[config.mk]
export PLATFORM = sky130hd
export DESIGN_NAME = dcc_cmd_handler
export DESIGN_NICKNAME = d
export VERILOG_FILES = /design/src/hdl/dcc_pkg.sv /design/src/hdl/dcc_cmd_handler.sv /design/src/hdl/dcc_hex_nib.sv
export VERILOG_INCLUDE_DIRS = /design/src /design/src/hdl
export SDC_FILE = /design/constraint.sdc
export NUM_CORES = 1
export LEC_CHECK = 0
export BUFFER_PORTS_ARGS = -buffer_cell sky130_fd_sc_hd__clkbuf_2
export CORE_ASPECT_RATIO = 1.5
export CORE_MARGIN = 4
export CORE_UTILIZATION = 55
export DETAILED_ROUTE_END_ITERATION = 8
export GPL_ROUTABILITY_DRIVEN = 0
export HOLD_SLACK_MARGIN = 0.12
export PLACE_DENSITY = 0.76
export SYNTH_ARGS = -nofsm -noshare
export SYNTH_HDL_FRONTEND = slang
export SYNTH_SLANG_ARGS = --single-unit
[constraint.sdc]
create_clock -name sys_clk_i -period 5.1 [get_ports sys_clk_i]
set_clock_uncertainty 0.1 [all_clocks]
set_input_delay 1.02 -clock sys_clk_i [delete_from_list [all_inputs] [get_ports sys_clk_i]]
set_output_delay 1.02 -clock sys_clk_i [all_outputs]
set_load 0.03 [all_outputs]
[src/hdl/dcc_defines.svh]
// Purpose: constants for the digital output config and calibration command handler
// Assumes: ascii characters arrive one per valid strobe from an external receiver
// Notes: checksum handling lies outside; frames here carry no checksum
`ifndef DCC_DEFINES_SVH
`define DCC_DEFINES_SVH
`define DCC_CH_TILDE 8'h7E
`define DCC_CH_CR 8'h0D
`define DCC_CH_BANG 8'h21
`define DCC_CH_QUEST 8'h3F
`define DCC_FN_MASK_RD 8'h34
`define DCC_FN_MASK_WR 8'h35
`define DCC_FN_POL 8'h44
`define DCC_FN_CAL 8'h45
`define DCC_DIG_0 8'h30
`define DCC_DIG_1 8'h31
`define DCC_MAX_CHARS 4'h9
`define DCC_LEN_QUERY 4'h3
`define DCC_LEN_MASK_SET 4'h7
`define DCC_LEN_POL_SET 4'h5
`define DCC_LEN_CAL_SET 4'h4
`define DCC_POL_IN_BIT 0
`define DCC_POL_OUT_BIT 1
`define DCC_RESET_MASK 8'h00
`define DCC_RESET_POL 8'h00
`endif

[src/hdl/dcc_pkg.sv]
// Purpose: types for the command handler
// Assumes: nothing
// Notes: reply states are gray coded from DCC_IDLE through DCC_LEAD, DCC_ADDR and DCC_DATA to DCC_TERM
package dcc_pkg;
    typedef enum logic [2:0] {
        DCC_IDLE = 3'h0,
        DCC_LEAD = 3'h1,
        DCC_ADDR = 3'h3,
        DCC_DATA = 3'h2,
        DCC_TERM = 3'h6
    } dcc_state_type;
endpackage

[src/hdl/dcc_cmd_handler.sv]
// Purpose: parses ~ commands 4, 5, D, E and sends ! or ? replies with the module address
// Assumes: rx bytes come from logic on sys_clk_i; tx_ready_i is from the transmitter on this clock
// Notes: storage is flip-flops standing in for retained memory; reset loads defaults
// Notes on behaviour
// - mask-set frame is tilde, address, 5, power-on mask, safe mask, CR.
// - power-on mask bit n belongs to output channel n, 1 means active.
// - safe mask bit n belongs to output channel n, 1 means active.
// - accepted command replies with !, address, data, then CR.
// - well-formed but unperformable command replies with ?, address, CR.
// - bad syntax, comm error or foreign address gets no reply at all.
// - masks never act on outputs assigned to alarm functions.
// - D with no parameter returns the polarity byte as two hex digits.
// - D with two hex digits stores the polarity byte and acknowledges.
// - polarity bit 0 inverts the raw input sense when set.
// - polarity bit 1 makes output value 0 the active level when set.
// - E0 disables and E1 enables calibration mode, then acknowledge.
// - other calibration commands raise cal_reject_o until calibration mode is enabled; E with any digit but 0 or 1 gets ?.
// - reply address is two hex characters, any value 00 to FF.
// - 4 with no parameter returns power-on mask then safe mask.
module dcc_cmd_handler #(
    parameter int NUM_DO = 8,
    parameter int NUM_DI = 8
) (
    input wire logic sys_clk_i,
    input wire logic reset_n_i,
    input wire logic [7:0] module_address_field_i,
    input wire logic [7:0] rx_data_i,
    input wire logic rx_valid_i,
    input wire logic rx_error_i,
    input wire logic cal_cmd_i,
    input wire logic safe_mode_i,
    input wire logic [NUM_DO-1:0] alarm_map_i,
    input wire logic [NUM_DO-1:0] alarm_out_i,
    input wire logic [NUM_DO-1:0] do_value_i,
    input wire logic [NUM_DI-1:0] di_raw_i,
    input wire logic tx_ready_i,
    output logic [7:0] tx_data_o,
    output logic tx_valid_o,
    output logic cal_reject_o,
    output logic [7:0] power_on_mask_o,
    output logic [7:0] safe_mask_o,
    output logic [7:0] polarity_settings_byte_o,
    output logic cal_enable_o,
    output logic [NUM_DO-1:0] do_pin_o,
    output logic [NUM_DI-1:0] di_active_o
);
    import dcc_pkg::*;
    `include "dcc_defines.svh"

    // receive buffer: chars after the tilde, before CR
    logic [7:0] buf_q [0:8];
    logic [3:0] cnt, next_cnt;
    logic in_frame, next_in_frame, bad, next_bad;
    logic [7:0] pom, next_pom, sfm, next_sfm, pol, next_pol;
    logic cal_en, next_cal_en, cal_rej, next_cal_rej;
    logic [NUM_DO-1:0] do_pin, next_do_pin;
    logic [NUM_DI-1:0] di_act, next_di_act;
    logic power_up, next_power_up;
    dcc_state_type st, next_st;
    logic lead_ok, next_lead_ok;
    logic [7:0] rep [0:3];
    logic [7:0] next_rep [0:3];
    logic [2:0] rlen, next_rlen, ridx, next_ridx;
    logic addr_hi_sel, next_addr_hi_sel;
    logic [7:0] tx_data, next_tx_data;
    logic tx_valid, next_tx_valid;

    // decode of six buffered positions; every mask digit gets a full hex check
    logic [3:0] nib [0:5];
    logic nok [0:5];
    logic [7:0] enc [0:5];
    logic [3:0] enc_in [0:5];
    logic [7:0] rx_buf_in [0:5];

    assign rx_buf_in[0] = buf_q[0];
    assign rx_buf_in[1] = buf_q[1];
    assign rx_buf_in[2] = buf_q[3];
    assign rx_buf_in[3] = buf_q[4];
    assign rx_buf_in[4] = buf_q[5];
    assign rx_buf_in[5] = buf_q[6];
    // encoders: addr hi/lo, polarity byte hi/lo, two spares
    assign enc_in[0] = module_address_field_i[7:4];
    assign enc_in[1] = module_address_field_i[3:0];
    assign enc_in[2] = pol[7:4];
    assign enc_in[3] = pol[3:0];
    assign enc_in[4] = 4'h0;
    assign enc_in[5] = 4'h0;

    genvar g;
    generate
        for (g = 0; g < 6; g++) begin : g_hex
            dcc_hex_nib u_hex (
                .ch_i(rx_buf_in[g]),
                .nib_o(nib[g]),
                .ok_o(nok[g]),
                .enc_i(enc_in[g]),
                .ch_enc_o(enc[g])
            );
        end
    endgenerate

    function automatic logic [7:0] hexc(input logic [3:0] n);
        hexc = (n < 4'hA) ? {4'h3, n} : {4'h4, 4'(n - 4'h9)};
    endfunction

    logic [7:0] frame_addr;
    assign frame_addr = {nib[0], nib[1]};

    always_comb begin
        next_cnt = cnt;
        next_in_frame = in_frame;
        next_bad = bad;
        next_pom = pom;
        next_sfm = sfm;
        next_pol = pol;
        next_cal_en = cal_en;
        next_cal_rej = 1'b0;
        next_lead_ok = lead_ok;
        next_rlen = rlen;
        next_st = st;
        for (int i = 0; i < 4; i++) begin
            next_rep[i] = rep[i];
        end
        // calibration commands decoded elsewhere are refused while disabled
        if (cal_cmd_i && !cal_en) begin
            next_cal_rej = 1'b1;
        end
        if (rx_valid_i && st == DCC_IDLE) begin
            if (rx_data_i == `DCC_CH_TILDE) begin
                next_in_frame = 1'b1;
                next_cnt = 4'h0;
                next_bad = rx_error_i;
            end else if (in_frame && rx_data_i == `DCC_CH_CR) begin
                next_in_frame = 1'b0;
                // silent on errors, bad digits or another address
                if (!bad && !rx_error_i && cnt >= `DCC_LEN_QUERY && nok[0] && nok[1]
                        && frame_addr == module_address_field_i) begin
                    next_lead_ok = 1'b1;
                    next_rlen = 3'h0;
                    next_st = DCC_LEAD;
                    case (buf_q[2])
                        `DCC_FN_MASK_RD: begin
                            if (cnt == `DCC_LEN_QUERY) begin
                                next_rep[0] = hexc(pom[7:4]);
                                next_rep[1] = hexc(pom[3:0]);
                                next_rep[2] = hexc(sfm[7:4]);
                                next_rep[3] = hexc(sfm[3:0]);
                                next_rlen = 3'h4;
                            end else begin
                                next_st = DCC_IDLE;
                            end
                        end
                        `DCC_FN_MASK_WR: begin
                            if (cnt == `DCC_LEN_MASK_SET && nok[2] && nok[3] && nok[4]
                                    && nok[5]) begin
                                next_pom = {nib[2], nib[3]};
                                next_sfm = {nib[4], nib[5]};
                            end else begin
                                next_st = DCC_IDLE;
                            end
                        end
                        `DCC_FN_POL: begin
                            if (cnt == `DCC_LEN_QUERY) begin
                                next_rep[0] = enc[2];
                                next_rep[1] = enc[3];
                                next_rlen = 3'h2;
                            end else if (cnt == `DCC_LEN_POL_SET && nok[2] && nok[3]) begin
                                next_pol = {nib[2], nib[3]};
                            end else begin
                                next_st = DCC_IDLE;
                            end
                        end
                        `DCC_FN_CAL: begin
                            if (cnt == `DCC_LEN_CAL_SET && buf_q[3] == `DCC_DIG_0) begin
                                next_cal_en = 1'b0;
                            end else if (cnt == `DCC_LEN_CAL_SET && buf_q[3] == `DCC_DIG_1) begin
                                next_cal_en = 1'b1;
                            end else if (cnt == `DCC_LEN_CAL_SET) begin
                                next_lead_ok = 1'b0;
                            end else begin
                                next_st = DCC_IDLE;
                            end
                        end
                        default: next_st = DCC_IDLE;
                    endcase
                end
            end else if (in_frame) begin
                if (cnt == `DCC_MAX_CHARS) begin
                    next_bad = 1'b1;
                end else begin
                    next_cnt = 4'(cnt + 4'h1);
                end
                if (rx_error_i) begin
                    next_bad = 1'b1;
                end
            end
        end
        // transmit walk
        next_ridx = ridx;
        next_addr_hi_sel = addr_hi_sel;
        next_tx_data = tx_data;
        next_tx_valid = tx_valid;
        if (tx_valid && tx_ready_i) begin
            next_tx_valid = 1'b0;
        end
        if (!tx_valid || tx_ready_i) begin
            case (st)
                DCC_IDLE: ;
                DCC_LEAD: begin
                    next_tx_data = lead_ok ? `DCC_CH_BANG : `DCC_CH_QUEST;
                    next_tx_valid = 1'b1;
                    next_addr_hi_sel = 1'b1;
                    next_st = DCC_ADDR;
                end
                DCC_ADDR: begin
                    next_tx_data = addr_hi_sel ? enc[0] : enc[1];
                    next_tx_valid = 1'b1;
                    next_addr_hi_sel = 1'b0;
                    next_ridx = 3'h0;
                    if (!addr_hi_sel) begin
                        next_st = (lead_ok && rlen != 3'h0) ? DCC_DATA : DCC_TERM;
                    end
                end
                DCC_DATA: begin
                    next_tx_data = rep[ridx[1:0]];
                    next_tx_valid = 1'b1;
                    next_ridx = 3'(ridx + 3'h1);
                    if (3'(ridx + 3'h1) == rlen) begin
                        next_st = DCC_TERM;
                    end
                end
                DCC_TERM: begin
                    next_tx_data = `DCC_CH_CR;
                    next_tx_valid = 1'b1;
                    next_st = DCC_IDLE;
                end
                default: next_st = DCC_IDLE;
            endcase
        end
        // output stage: safe mask in safe mode, power-on mask right after reset
        next_power_up = 1'b0;
        for (int i = 0; i < NUM_DO; i++) begin
            logic act;
            act = do_value_i[i];
            if (i < 8) begin
                if (power_up) begin
                    act = pom[i];
                end else if (safe_mode_i) begin
                    act = sfm[i];
                end
            end
            if (alarm_map_i[i]) begin
                act = alarm_out_i[i];
            end
            next_do_pin[i] = act ^ pol[`DCC_POL_OUT_BIT];
        end
        for (int i = 0; i < NUM_DI; i++) begin
            next_di_act[i] = di_raw_i[i] ^ pol[`DCC_POL_IN_BIT];
        end
    end

    always_ff @(posedge sys_clk_i or negedge reset_n_i) begin
        if (!reset_n_i) begin
            cnt <= 4'h0;
            in_frame <= 1'b0;
            bad <= 1'b0;
            pom <= `DCC_RESET_MASK;
            sfm <= `DCC_RESET_MASK;
            pol <= `DCC_RESET_POL;
            cal_en <= 1'b0;
            cal_rej <= 1'b0;
            lead_ok <= 1'b0;
            rlen <= 3'h0;
            ridx <= 3'h0;
            st <= DCC_IDLE;
            addr_hi_sel <= 1'b0;
            tx_data <= 8'h00;
            tx_valid <= 1'b0;
            do_pin <= '0;
            di_act <= '0;
            power_up <= 1'b1;
            for (int i = 0; i < 9; i++) begin
                buf_q[i] <= 8'h00;
            end
            for (int i = 0; i < 4; i++) begin
                rep[i] <= 8'h00;
            end
        end else begin
            cnt <= next_cnt;
            in_frame <= next_in_frame;
            bad <= next_bad;
            pom <= next_pom;
            sfm <= next_sfm;
            pol <= next_pol;
            cal_en <= next_cal_en;
            cal_rej <= next_cal_rej;
            lead_ok <= next_lead_ok;
            rlen <= next_rlen;
            ridx <= next_ridx;
            st <= next_st;
            addr_hi_sel <= next_addr_hi_sel;
            tx_data <= next_tx_data;
            tx_valid <= next_tx_valid;
            do_pin <= next_do_pin;
            di_act <= next_di_act;
            power_up <= next_power_up;
            if (rx_valid_i && st == DCC_IDLE && in_frame && rx_data_i != `DCC_CH_CR
                    && rx_data_i != `DCC_CH_TILDE && cnt < `DCC_MAX_CHARS) begin
                buf_q[cnt] <= rx_data_i;
            end
            for (int i = 0; i < 4; i++) begin
                rep[i] <= next_rep[i];
            end
        end
    end

    assign tx_data_o = tx_data;
    assign tx_valid_o = tx_valid;
    assign cal_reject_o = cal_rej;
    assign power_on_mask_o = pom;
    assign safe_mask_o = sfm;
    assign polarity_settings_byte_o = pol;
    assign cal_enable_o = cal_en;
    assign do_pin_o = do_pin;
    assign di_active_o = di_act;

    a_reply_lead: assert property (@(posedge sys_clk_i) disable iff (!reset_n_i)
        (st == DCC_LEAD && !tx_valid) |=> tx_valid && (tx_data == `DCC_CH_BANG || tx_data == `DCC_CH_QUEST))
        else $error("reply lead char wrong");
    a_cal_gate: assert property (@(posedge sys_clk_i) disable iff (!reset_n_i)
        (cal_cmd_i && !cal_en) |=> cal_rej) else $error("cal command not refused");
    a_cal_pass: assert property (@(posedge sys_clk_i) disable iff (!reset_n_i)
        (cal_cmd_i && cal_en) |=> !cal_rej) else $error("cal refused while enabled");
    a_di_sense: assert property (@(posedge sys_clk_i) disable iff (!reset_n_i)
        ##1 di_act == ($past(di_raw_i) ^ {NUM_DI{$past(pol[0])}})) else $error("input sense wrong");
    // every alarm channel, not just one, so the check sees the channels the bench really maps
    a_alarm_keep: assert property (@(posedge sys_clk_i) disable iff (!reset_n_i)
        (|alarm_map_i) |=> ((do_pin ^ {NUM_DO{$past(pol[1])}}) & $past(alarm_map_i))
            == ($past(alarm_out_i) & $past(alarm_map_i)))
        else $error("mask touched alarm channel");
    a_safe_out: assert property (@(posedge sys_clk_i) disable iff (!reset_n_i)
        (safe_mode_i && !power_up && !alarm_map_i[0]) |=> do_pin[0] == ($past(sfm[0]) ^ $past(pol[1])))
        else $error("safe mask not applied");
    a_silent_idle: assert property (@(posedge sys_clk_i) disable iff (!reset_n_i)
        (st == DCC_IDLE && !tx_valid) |=> !tx_valid) else $error("reply without frame");
    a_reply_end: assert property (@(posedge sys_clk_i) disable iff (!reset_n_i)
        (st == DCC_TERM && (!tx_valid || tx_ready_i)) |=> tx_data == `DCC_CH_CR && st == DCC_IDLE)
        else $error("reply not ended by CR");
    c_ack: cover property (@(posedge sys_clk_i) tx_valid && tx_data == `DCC_CH_BANG);
    c_nak: cover property (@(posedge sys_clk_i) tx_valid && tx_data == `DCC_CH_QUEST);
    c_cal_on: cover property (@(posedge sys_clk_i) $rose(cal_en));
    c_data: cover property (@(posedge sys_clk_i) st == DCC_DATA);
endmodule

[src/hdl/dcc_hex_nib.sv]
// Purpose: one ascii hex digit to nibble, and nibble to ascii hex digit
// Assumes: upper or lower case digits accepted on decode
// Notes: encode always yields upper case
module dcc_hex_nib (
    input wire logic [7:0] ch_i,
    output logic [3:0] nib_o,
    output logic ok_o,
    input wire logic [3:0] enc_i,
    output logic [7:0] ch_enc_o
);
    always_comb begin
        ok_o = 1'b1;
        nib_o = 4'h0;
        if (ch_i >= 8'h30 && ch_i <= 8'h39) begin
            nib_o = ch_i[3:0];
        end else if ((ch_i >= 8'h41 && ch_i <= 8'h46) || (ch_i >= 8'h61 && ch_i <= 8'h66)) begin
            nib_o = 4'(ch_i[3:0] + 4'h9);
        end else begin
            ok_o = 1'b0;
        end
        if (enc_i < 4'hA) begin
            ch_enc_o = {4'h3, enc_i};
        end else begin
            ch_enc_o = {4'h4, 4'(enc_i - 4'h9)};
        end
    end
endmodule

==> summary.md <==
| Metric | Value |
|---|---|
| Synthesized flop and latch total | between 100 and 150 |
| Status | completed |
| Distinct cells, synth | 76 |
| Post-CTS Setup Inserts | 0 |
| Post-route DRC | 0 |
| Longest Clk Path Bufs | 2 |
| Hold Violations, Final | 0 |
| Synth Cell Area | approximately 8400 um2 |
| Share of cells above drive strength 1 | 0.2737 |
| Num ports | 106 |
| Pins Over Slew Limit | 0 |
| Startpoint type of the worst setup path | register |
| Initial Util | 0.5580 |
| GR Overflow Total | 0 |
| Via-per-instance ratio | 5.685 |
| Worst reg2reg path depth | 9 |
| TritonCTS Buffers | 17 |
| Clock slew at reported path FFs | ~0.060 ns |
| Cts hold-fix bufs | 0 |
| Required time of the critical path | 5.30 ns |
| Final HPWL from detailed placement | approximately 15,000 um |
| Die area | between 15,000 and 20,000 um2 |
| Gr usage total | 0.2331 |
| Placed Area | ~9000 um2 |
| Fmax | ~0.28 GHz |
| Slew margin rel. | 0.3675 |
| Final setup viols | 0 |
| Vias post-DR | about 6.3k |
| Total negative slack | 0 ns |
| Cts repair resizes | 0 |
| Largest net degree at the start of global routing | 54 |
| Root Driver | clkbuf_16 |
| Leak | between 4 and 5 nW |
| Vias in the first global route | ~6.3k |
| Peak VDD IR | 0.2650 mV |
| Wirelength per Cell | 17.41 um |
| Number of core rows | 55 |
| Worst-Skew Late Latency | approximately 0.43 ns |
| First-pass GRT wire length | around 32,000 um |
| CP Class | reg -> reg |
| Mapped Avg Cell Area | ~10 um2 |
| Synthesized instance count | 800 |
| Die Y | between 150 and 200 um |
| Synth async-reset ratio | 1.000 |
| Final period utilization | 0.7048 |
| Core area | between 15,000 and 20,000 um2 |
| Clock sinks | around 150 |
| Die W | around 110 um |
| # Max-Cap Violations | 0 |
| Final Critical Period | 3.595 ns |
| Nets | a little under 1k |
| Critical Path AT | between 3 and 4 ns |
| Detailed Routing Iterations Pass 1 | 4 |
| IO Port Bufs | between 100 and 150 |
| Top FF cell, synth | dfrtp_1 |
| Post-synth top area share | 0.4394 |
| Post-route cell area | a little under 10,000 um2 |
| Min-delay worst type | reg -> reg |
| Worst hold path stage count | 2 |
| Final ANT Viol Nets | 0 |
| Crit. End Element | register |
| Area leader, netlist | dfrtp_1 |
| Synth top area cells | dfrtp_1 (44%), mux2_2 (12%), ha_1 (4.8%) |
| PwrDens | approximately 320 nW/um2 |
| CTS tree | done |
| Initial antenna violation count | 0 |
| Final WL | 19,430 um |
| Worst Max-Slew Pin Slew | ~0.94 ns |
| DR iter-0 viols | roughly 290 |
| Yosys warning count | 0 |
| # diodes | 0 |
| Sequential area share after synthesis | 0.4425 |
| Most common cell after layout, fill and taps aside | dfrtp_1 |
| H-tree depth | 4 |
| Post-synth net total | 887 |
| CP Max Fanout | 16 |
| Unrepaired setup endpoints after global routing | no |
| EDFF count, synth | 0 |
| Commonest cells after routing, fill and taps aside | dfrtp_1 (147), clkbuf_2 (104), mux2_2 (86), o21ai_0 (63) |
| Area Growth Syn to Fin | 14.87% |
## worst max-delay path, stage by stage (launching register included)
cell and delay [ns]:
dfrtp_1 0.45, inv_1 0.12, ha_1 0.20, nor3b_1 0.41, nor3_1 0.16, a22oi_1 0.23
xnor2_1 0.14, nand3_1 0.38, nor3_4 0.87, mux2_2 0.41
## registers in the layout (all words and copies together), names as in the netlist, 8 cells and up
name,flops
buf_q,56
di_active_o,8
do_pin_o,8
polarity_settings_byte_o,8
power_on_mask_o,8
rep,24
safe_mask_o,8
tx_data_o,8
## synth_stat cells, types with 9 or more instances
cell	number
dfrtp_1	147
mux2_2	86
o21ai_0	63
inv_1	56
nand2_1	56
a21oi_1	44
nor2_1	43
ha_1	32
xnor2_1	27
nand3_1	23
clkbuf_1	21
mux2i_1	20
nand2b_1	13
xor2_1	11
nor3_1	9
## layout make-up
class	instances	area, um2
well taps	199	249.0
multi-input cells	569	4325
clock inverters	14	117.6
fillers	1230	5385
flip-flops and latches	148	3705
clock buffers	18	429.2
inverters	57	214.0
repair buffers	111	576.8
## report_power, final
part,internal (mW),switching [mW],total [mW]
clock,0.635,0.528,1.16
sequential,1.28,0.115,1.40
combinational,0.213,0.307,0.520
total,2.13,0.950,3.08
## path summary, 6_finish.rpt
kind | slack (ns) | start | to
setup / recovery | 1.51 | buf_q[56] | power_on_mask_o[7]
hold / removal | 0.38 | tx_data_o[4] | tx_data_o[4]
setup reg to reg | 1.51 | buf_q[56] | power_on_mask_o[7]
hold reg to reg | 0.38 | tx_data_o[4] | tx_data_o[4]
max in group asynchronous | 3.45 | reset_n_i | cnt[0]
min in group asynchronous | 0.44 | reset_n_i | polarity_settings_byte_o[2]
## logic make-up (layout without fill, tap and decap cells)
family / count (synthesis) / in the layout / synth area share
AO/OA/AOI/OAI: 168 / 168 / 0.1217
XOR/XNOR: 38 / 38 / 0.03975
adder cells (fa/ha/maj): 32 / 32 / 0.04782
buffers and inverters: 83 / 200 / 0.04080
flip-flops: 148 / 148 / 0.4425
multiplexers: 116 / 116 / 0.1629
other: 1 / 1 / 0.0004479
AND/OR/NAND/NOR: 214 / 214 / 0.1441
## metrics by stage
step / setup slack [ns] / instances / hold slack (ns) / total power [mW] / utilization
6_report: 1.505 / 1116 / 0.3760 / 3.079 / 0.6410
3_5_place_dp: 1.320 / 1084 / 0.3697 / 1.929 / 0.6046
5_1_grt: 1.245 / 1116 / 0.4002 / 3.224 / 0.6410
4_1_cts: 1.497 / 1116 / 0.3843 / 3.098 / 0.6410
2_1_floorplan: 1.682 / 800 / 0.3708 / 1.754 / -
3_3_place_gp: 1.397 / 1084 / 0.3641 / 1.910 / 0.6046
## per-layer routing
layer | part of all wire | up-vias | track usage
met5 | 0 | - | 0
met4 | 0.023 | 0 | 0.08386
met3 | 0.022 | 33 | 0.02637
met2 | 0.55 | 102 | 0.4192
met1 | 0.40 | 3123 | 0.2829
li1 | - | 3087 | -
Power figures use the tool's default switching activity.
